### src/link_regs_consts.svh
`ifndef LINK_REGS_CONSTS_SVH
`define LINK_REGS_CONSTS_SVH

// Register byte offsets
`define OFS_LINK_CONTROL      12'h050
`define OFS_LINK_CAPABILITIES 12'h04c
`define OFS_LINK_STATUS       12'h052
`define OFS_LINK_EVENTS       12'h060

// Link capability field positions
`define CAP_BWN_BIT   21
`define CAP_PORT_LSB  24
`define CAP_PORT_MSB  31

// Link control field positions
`define CTL_ASPM_LSB   0
`define CTL_ASPM_MSB   1
`define CTL_RCB_BIT    3
`define CTL_OFF_BIT    4
`define CTL_RETRAIN_BIT 5
`define CTL_SHCLK_BIT  6
`define CTL_XSYNC_BIT  7
`define CTL_CPM_BIT    8
`define CTL_AUTO_WIDTH_BLOCK_BIT   9
`define CTL_BWM_IE_BIT 10
`define CTL_BWA_IE_BIT 11

// Link status field positions
`define STS_TRAIN_BIT  11
`define STS_BWM_BIT    14
`define STS_BWA_BIT    15

// Reset values
`define CTL_RESET      16'h0000
`define ASPM_RESET     2'h0

`endif

### src/link_regs_pkg.sv
package link_regs_pkg;
   typedef enum logic [1:0] {
      ASPM_OFF  = 2'h0,
      ASPM_L0S  = 2'h1,
      ASPM_L1   = 2'h2,
      ASPM_BOTH = 2'h3
   } aspm_e;

   typedef enum logic [2:0] {
      RT_IDLE = 3'b001,
      RT_WAIT = 3'b010,
      RT_BUSY = 3'b100
   } retrain_e;

   typedef struct packed {
      logic [1:0] aspm;
      logic       link_off;
      logic       shared_refclk;
      logic       extra_sync_sets;
      logic       bw_mgmt_irq_en;
      logic       bw_auto_irq_en;
   } ctl_s;
endpackage

### src/link_ctl_if.sv
`timescale 1ns/10ps
// Retrain pulse and training handshake shared between the register file and the sequencer
interface link_ctl_if;
   import link_regs_pkg::*;
   logic retrain_pulse;
   logic in_training;
   logic training_done;
   logic link_down;
   logic bw_mgmt_set;
   logic training_active;

   modport regs (output retrain_pulse, input bw_mgmt_set, input training_active);
   modport seq  (input retrain_pulse, input in_training, input training_done,
                 input link_down, output bw_mgmt_set, output training_active);
endinterface

### src/link_cap_ctl_regs.sv
`timescale 1ns/10ps
`include "link_regs_consts.svh"
module link_cap_ctl_regs
   import link_regs_pkg::*;
#(
   parameter logic [7:0] PORT_NUM   = 8'h00,
   parameter bit         DOWNSTREAM = 1'b1,
   parameter int         AW         = 12
) (
   input  wire logic          SYS_CLK,
   input  wire logic          RST,
   input  wire logic [AW-1:0] ADDR,
   input  wire logic [31:0]   WDATA,
   input  wire logic          WR,
   input  wire logic          RD,
   output logic      [31:0]   RDATA,
   input  wire logic          EE_LOAD,
   input  wire logic [1:0]    EE_ASPM,
   input  wire logic          LTSSM_IN_TRAINING,
   input  wire logic          LTSSM_TRAINING_DONE,
   input  wire logic          DL_DOWN,
   input  wire logic          BW_AUTO_EVENT,
   output logic               RETRAIN_REQ,
   output logic               LINK_OFF,
   output logic               TX_L0S_EN,
   output logic               L1_EN,
   output logic               SHARED_REFCLK,
   output logic               EXTRA_SYNC_SETS,
   output logic               TRAINING_ACTIVE,
   output logic               LINK_IRQ
);
   link_ctl_if lc ();

   localparam logic BWN_CAP = DOWNSTREAM;

   ctl_s        ctl_r;
   ctl_s        ctl_nxt;
   ctl_s        applied_r;
   logic        pending_r;
   logic        bw_mgmt_flag_r;
   logic        bw_auto_flag_r;
   logic [31:0] rdata_nxt;
   logic        wr_ctl;
   logic        wr_sts;
   logic        retrain_wr;
   logic [31:0] cap_val;
   logic [15:0] ctl_val;
   logic [15:0] sts_val;

   // Register write decode
   assign wr_ctl = WR && (ADDR == AW'(`OFS_LINK_CONTROL));
   // Status flags sit in the upper half of the control word
   assign wr_sts = WR && (ADDR == AW'(`OFS_LINK_CONTROL));
   assign retrain_wr = wr_ctl && WDATA[`CTL_RETRAIN_BIT] && DOWNSTREAM;

   // Next control fields from a write, with hardwired enables
   always_comb begin
      ctl_nxt = ctl_r;
      if (wr_ctl) begin
         ctl_nxt.aspm            = WDATA[`CTL_ASPM_MSB:`CTL_ASPM_LSB];
         ctl_nxt.link_off        = WDATA[`CTL_OFF_BIT];
         ctl_nxt.shared_refclk   = WDATA[`CTL_SHCLK_BIT];
         ctl_nxt.extra_sync_sets = WDATA[`CTL_XSYNC_BIT];
         ctl_nxt.bw_mgmt_irq_en  = WDATA[`CTL_BWM_IE_BIT] && BWN_CAP && DOWNSTREAM;
         ctl_nxt.bw_auto_irq_en  = WDATA[`CTL_BWA_IE_BIT] && BWN_CAP && DOWNSTREAM;
      end
   end

   // Software-visible control register, EEPROM load overrides ASPM
   always_ff @(posedge SYS_CLK or posedge RST) begin
      if (RST) begin
         ctl_r <= ctl_s'('0);
      end else begin
         ctl_r <= ctl_nxt;
         if (EE_LOAD) begin
            ctl_r.aspm <= EE_ASPM;
         end
      end
   end

   // Fields applied to the link; deferred while training after a retrain write made during training
   always_ff @(posedge SYS_CLK or posedge RST) begin
      if (RST) begin
         applied_r <= ctl_s'('0);
         pending_r <= 1'b0;
      end else if (retrain_wr && LTSSM_IN_TRAINING) begin
         pending_r <= 1'b1;
      end else if (!(pending_r && LTSSM_IN_TRAINING)) begin
         // A write in the cycle training ends goes out with the deferred fields
         pending_r <= 1'b0;
         applied_r <= ctl_nxt;
         if (EE_LOAD) begin
            applied_r.aspm <= EE_ASPM;
         end
      end
   end

   // Retrain pulse toward the training state machine
   assign lc.retrain_pulse = retrain_wr;
   assign lc.in_training   = LTSSM_IN_TRAINING;
   assign lc.training_done = LTSSM_TRAINING_DONE;
   assign lc.link_down     = DL_DOWN;

   link_retrain_seq u_seq (
      .clk (SYS_CLK),
      .rst (RST),
      .lc  (lc.seq)
   );

   // Bandwidth status flags; a set beats a same-cycle clear
   always_ff @(posedge SYS_CLK or posedge RST) begin
      if (RST) begin
         bw_mgmt_flag_r <= 1'b0;
         bw_auto_flag_r <= 1'b0;
      end else begin
         if (lc.bw_mgmt_set && BWN_CAP && DOWNSTREAM) begin
            bw_mgmt_flag_r <= 1'b1;
         end else if (wr_sts && WDATA[`STS_BWM_BIT + 16]) begin
            bw_mgmt_flag_r <= 1'b0;
         end
         if (BW_AUTO_EVENT && BWN_CAP && DOWNSTREAM) begin
            bw_auto_flag_r <= 1'b1;
         end else if (wr_sts && WDATA[`STS_BWA_BIT + 16]) begin
            bw_auto_flag_r <= 1'b0;
         end
      end
   end

   // Outputs toward the physical layer and interrupt logic
   always_ff @(posedge SYS_CLK or posedge RST) begin
      if (RST) begin
         RETRAIN_REQ     <= 1'b0;
         LINK_OFF        <= 1'b0;
         TX_L0S_EN       <= 1'b0;
         L1_EN           <= 1'b0;
         SHARED_REFCLK   <= 1'b0;
         EXTRA_SYNC_SETS <= 1'b0;
         TRAINING_ACTIVE <= 1'b0;
         LINK_IRQ        <= 1'b0;
      end else begin
         RETRAIN_REQ     <= retrain_wr;
         LINK_OFF        <= applied_r.link_off && DOWNSTREAM;
         TX_L0S_EN       <= applied_r.aspm[0];
         L1_EN           <= applied_r.aspm[1];
         SHARED_REFCLK   <= applied_r.shared_refclk;
         EXTRA_SYNC_SETS <= applied_r.extra_sync_sets;
         TRAINING_ACTIVE <= lc.training_active && DOWNSTREAM;
         LINK_IRQ        <= (bw_mgmt_flag_r && ctl_r.bw_mgmt_irq_en) ||
                            (bw_auto_flag_r && ctl_r.bw_auto_irq_en);
      end
   end

   // Read views of the registers
   always_comb begin
      cap_val = 32'h0;
      cap_val[`CAP_BWN_BIT] = BWN_CAP;
      cap_val[`CAP_PORT_MSB:`CAP_PORT_LSB] = PORT_NUM;
      ctl_val = 16'h0;
      ctl_val[`CTL_ASPM_MSB:`CTL_ASPM_LSB] = ctl_r.aspm;
      ctl_val[`CTL_RCB_BIT]     = 1'b0;
      ctl_val[`CTL_OFF_BIT]     = ctl_r.link_off;
      ctl_val[`CTL_RETRAIN_BIT] = 1'b0;
      ctl_val[`CTL_SHCLK_BIT]   = ctl_r.shared_refclk;
      ctl_val[`CTL_XSYNC_BIT]   = ctl_r.extra_sync_sets;
      ctl_val[`CTL_CPM_BIT]     = 1'b0;
      ctl_val[`CTL_AUTO_WIDTH_BLOCK_BIT]    = 1'b0;
      ctl_val[`CTL_BWM_IE_BIT]  = ctl_r.bw_mgmt_irq_en;
      ctl_val[`CTL_BWA_IE_BIT]  = ctl_r.bw_auto_irq_en;
      sts_val = 16'h0;
      sts_val[`STS_TRAIN_BIT] = lc.training_active && DOWNSTREAM;
      sts_val[`STS_BWM_BIT]   = bw_mgmt_flag_r;
      sts_val[`STS_BWA_BIT]   = bw_auto_flag_r;
      if (ADDR == AW'(`OFS_LINK_CAPABILITIES)) begin
         rdata_nxt = cap_val;
      end else if (ADDR == AW'(`OFS_LINK_CONTROL)) begin
         rdata_nxt = {sts_val, ctl_val};
      end else begin
         rdata_nxt = 32'h0;
      end
   end

   // Read data stands one cycle after the strobe only
   always_ff @(posedge SYS_CLK or posedge RST) begin
      if (RST) begin
         RDATA <= 32'h0;
      end else begin
         RDATA <= RD ? rdata_nxt : 32'h0;
      end
   end
endmodule

### src/link_retrain_seq.sv
`timescale 1ns/10ps
// Tracks a software retrain from request through completion
module link_retrain_seq
   import link_regs_pkg::*;
(
   input  wire logic clk,
   input  wire logic rst,
   link_ctl_if.seq   lc
);
   retrain_e state_r;
   logic     clean_r;

   // Sequence: request, wait for training start, wait for end
   always_ff @(posedge clk or posedge rst) begin
      if (rst) begin
         state_r <= RT_IDLE;
      end else begin
         case (state_r)
            RT_IDLE: if (lc.retrain_pulse) state_r <= lc.in_training ? RT_BUSY : RT_WAIT;
            RT_WAIT: if (lc.in_training) state_r <= RT_BUSY;
            RT_BUSY: if (lc.training_done || !lc.in_training) state_r <= RT_IDLE;
            default: state_r <= RT_IDLE;
         endcase
      end
   end

   // Remembers whether data-link-down was seen during this retrain
   always_ff @(posedge clk or posedge rst) begin
      if (rst) begin
         clean_r <= 1'b0;
      end else if (lc.retrain_pulse) begin
         clean_r <= 1'b1;
      end else if (lc.link_down) begin
         clean_r <= 1'b0;
      end
   end

   // Training indication is set at the write, before training begins
   assign lc.training_active = (state_r != RT_IDLE) || lc.retrain_pulse || lc.in_training;
   assign lc.bw_mgmt_set = (state_r == RT_BUSY) && (lc.training_done || !lc.in_training)
                           && clean_r && !lc.link_down;
endmodule

### config.mk
export PLATFORM = sky130hd
export DESIGN_NAME = link_cap_ctl_regs
export DESIGN_NICKNAME = d
export VERILOG_FILES = /design/src/link_regs_pkg.sv /design/src/link_ctl_if.sv /design/src/link_cap_ctl_regs.sv /design/src/link_retrain_seq.sv
export VERILOG_INCLUDE_DIRS = /design/src
export SDC_FILE = /design/constraint.sdc
export NUM_CORES = 1
export LEC_CHECK = 0
export ABC_AREA = 1
export BUFFER_PORTS_ARGS = -buffer_cell sky130_fd_sc_hd__buf_4
export CAP_MARGIN = 10
export CORE_MARGIN = 2
export CORE_UTILIZATION = 40
export CTS_CLUSTER_DIAMETER = 30
export DETAILED_ROUTE_END_ITERATION = 6
export HOLD_SLACK_MARGIN = 0.1
export PLACE_DENSITY = 0.71
export RECOVER_POWER = 25
export SYNTH_ARGS = -nofsm -noshare
export SYNTH_HDL_FRONTEND = slang
export SYNTH_SLANG_ARGS = --single-unit
export TNS_END_PERCENT = 30
### constraint.sdc
create_clock -name SYS_CLK -period 2.2 [get_ports SYS_CLK]
set_clock_uncertainty 0.05 [all_clocks]
set_input_delay 0.44 -clock SYS_CLK [delete_from_list [all_inputs] [get_ports SYS_CLK]]
set_output_delay 0.44 -clock SYS_CLK [all_outputs]
set_load 0.05 [all_outputs]
==> summary.md <==
| Metric | Value |
|---|---|
| Die width | 69.0 um |
| Vias in the first global route | 1158 |
| Number of detailed-route iterations in the first pass | 4 |
| Initial antenna violation count | 0 |
| Max VDD drop | 306 uV |
| Final wirelength | roughly 3000 um |
| Most frequent cells in the layout | buf_4 (50), dfrtp_1 (37), nand2_1 (32) |
| Clock slew at reported path FFs | about 70 ps |
| Pwr dens | 733 nW/um2 |
| Inserted Diodes | 0 |
| H-tree depth | 2 |
| Outcome | complete, no violations |
| Chip height | 69.0 um |
| Critical Path Max Stage Delay | 210 ps |
| Most common cell after layout, fill and taps aside | buf_4 |
| Via-per-instance ratio | 4.28 |
| Clock sink total | 38 |
| TritonCTS clock tree | built |
| Worst hold path class | in -> reg |
| Initial Utilization | 0.420 |
| Slew headroom | 0.406 |
| Dpl hpwl | 2310 um |
| CTS buffer count | 5 |
| Critical Path Fanout Max | 6 |
| Area growth syn-to-layout | 25.8% |
| Clk_lat worst skew | 280 ps |
| Share of layout cells above drive strength 1 | 0.319 |
| Max Slew Vio Count | 0 |
| Smallest setup slack after layout | 855 ps |
| Netlist Area Pre-Place | approximately 1700 um2 |
| Cells after Synth | 177 |
| Avg WL per Cell | 10.5 um |
| Crit share post-route | 0.611 |
| Die area | 4770 um2 |
| Worst slew pin tran | approximately 890 ps |
| Max-cap violations | 0 |
| GRT Total Usage | 0.134 |
| Crit path time final | roughly 1300 ps |
| Final setup violation count | 0 |
| Crit path DAT | 1520 ps |
| Fill cell count | 396 |
| Vias | 1219 |
| Core footprint | 4030 um2 |
| Pre-CTS WS | 525 ps |
| Num ports | 95 |
| Final hold viol count | 0 |
| Cell variety after synth | 27 |
| Synthesis-stage register bit count | 38 |
| Startpoint class of the critical path | input pin |
| Starting DRC count in detailed routing | 77 |
| Routability cong. | 0.680 |
| Slowest CP cell | nor2_4 |
| Post_cts resized | 0 |
| DRC viols | 0 |
| CP Capture Type | flop |
| Critical Path RT | 2370 ps |
| Max Buffers Root-to-Sink | 2 |
| RSZ-0062 raised after global routing | no |
| Layout Nets | 289 |
| Row count | 23 |
| Post-synthesis sequential area ratio | 0.563 |
| Syn. warnings | 0 |
| Mean Syn Cell Area | 9.56 um2 |
| Hold buffer count at CTS | 0 |
| Crit path top cell by count | nand2_1 |
| GRT overflow | 0 |
| Crit-path cells | buf_4, nor2_1, nand2_1, nor2_4, nand4_2, nand2_2, nand2_4, clkinv_2, nand2_1, nand2_1 |
| Fmax | roughly 740 MHz |
| Pin count of the biggest net entering global routing | 39 |
| Port Buffers | 51 |
| Leak Pwr | between 1 and 1.5 nW |
| Post-CTS Setup Bufs | 0 |
| Post-route ant nets | 0 |
| Setup TNS | 0 ps |
| Crit path kind | in -> reg |
| First-pass GRT wire length | 5090 um |
| Root buf cell | clkbuf_8 |
## worst max-delay path: cells and delay by family
family        cells  cell delay [ps]
buf+inv           2              200
simple gates      8              890
## registers in the layout (all words and copies together) (netlist names), 3 cells and up
signal / flops
applied_r: 5
u_seq.state_r: 3
ctl_r: 7
RDATA: 11
## layout make-up
type	count	area [um2]	area share
sequential	38	952	0.447
tap	50	62.6	0.0294
inverter	28	106	0.0500
timing repair buffer	52	388	0.182
clock buffer	8	80.1	0.0376
multi-input combinational	109	539	0.253
## through the flow
step           std cells  instance area, um2  power (mW)  hold WS, ps  utilization
2_1_floorplan        197                1770        1.06          304            -
4_1_cts              285                2130        1.58          215        0.529
3_3_place_gp         277                2050        1.12          307        0.509
3_5_place_dp         277                2050        1.13          316        0.509
6_report             285                2130        1.56          304        0.528
5_1_grt              285                2130        1.65          308        0.528
## layer usage
layer | share of wire | track usage
met1 | 0.41 | 0.159
met2 | 0.49 | 0.216
met3 | 0.082 | 0.0614
met4 | 0.013 | 0.0458
met5 | 0 | 0
## power by group
| group | internal [mW] | switching, mW |
|---|---|---|
| Clock | 0.225 | 0.220 |
| Sequential | 0.748 | 0.0210 |
| Combinational | 0.100 | 0.245 |
## kinds of logic (layout without fill, tap and decap cells)
group           Yosys count  count (layout)  synth area share
buf+inv                  50              88             0.163
flops                    38              38             0.563
other cells               1              21           0.00222
compound gates           13              13            0.0451
simple gates             75              75             0.227
## final timing paths
kind | start | end | slack (ps) | cells after the start
setup / recovery | ADDR[11] | applied_r[5] | 860 | 10
hold / removal | BW_AUTO_EVENT | bw_auto_flag_r | 300 | 2
setup reg to reg | u_seq.state_r[0] | u_seq.state_r[1] | 910 | 6
hold reg to reg | applied_r[3] | SHARED_REFCLK | 330 | 0
max in group asynchronous | RST | TX_L0S_EN | 1170 | 3
min in group asynchronous | RST | ctl_r[4] | 370 | 3
## cell usage after synthesis, drive strengths merged
cell / n / area [um2]
o22ai: 1 / 6.26
dfstp: 1 / 26.3
conb: 1 / 3.75
nand3: 7 / 62.6
nand2: 37 / 156
nor4: 1 / 6.26
dfrtp: 37 / 926
nor3: 6 / 30.0
nand4: 3 / 25.0
buf: 22 / 169
o21bai: 1 / 7.51
o21ai: 7 / 42.5
clkinv: 1 / 5.00
or2: 2 / 12.5
inv: 27 / 101
nor2: 17 / 78.8
and2: 2 / 12.5
a21oi: 4 / 20.0
No activity file was read; power rests on OpenSTA's default activity.
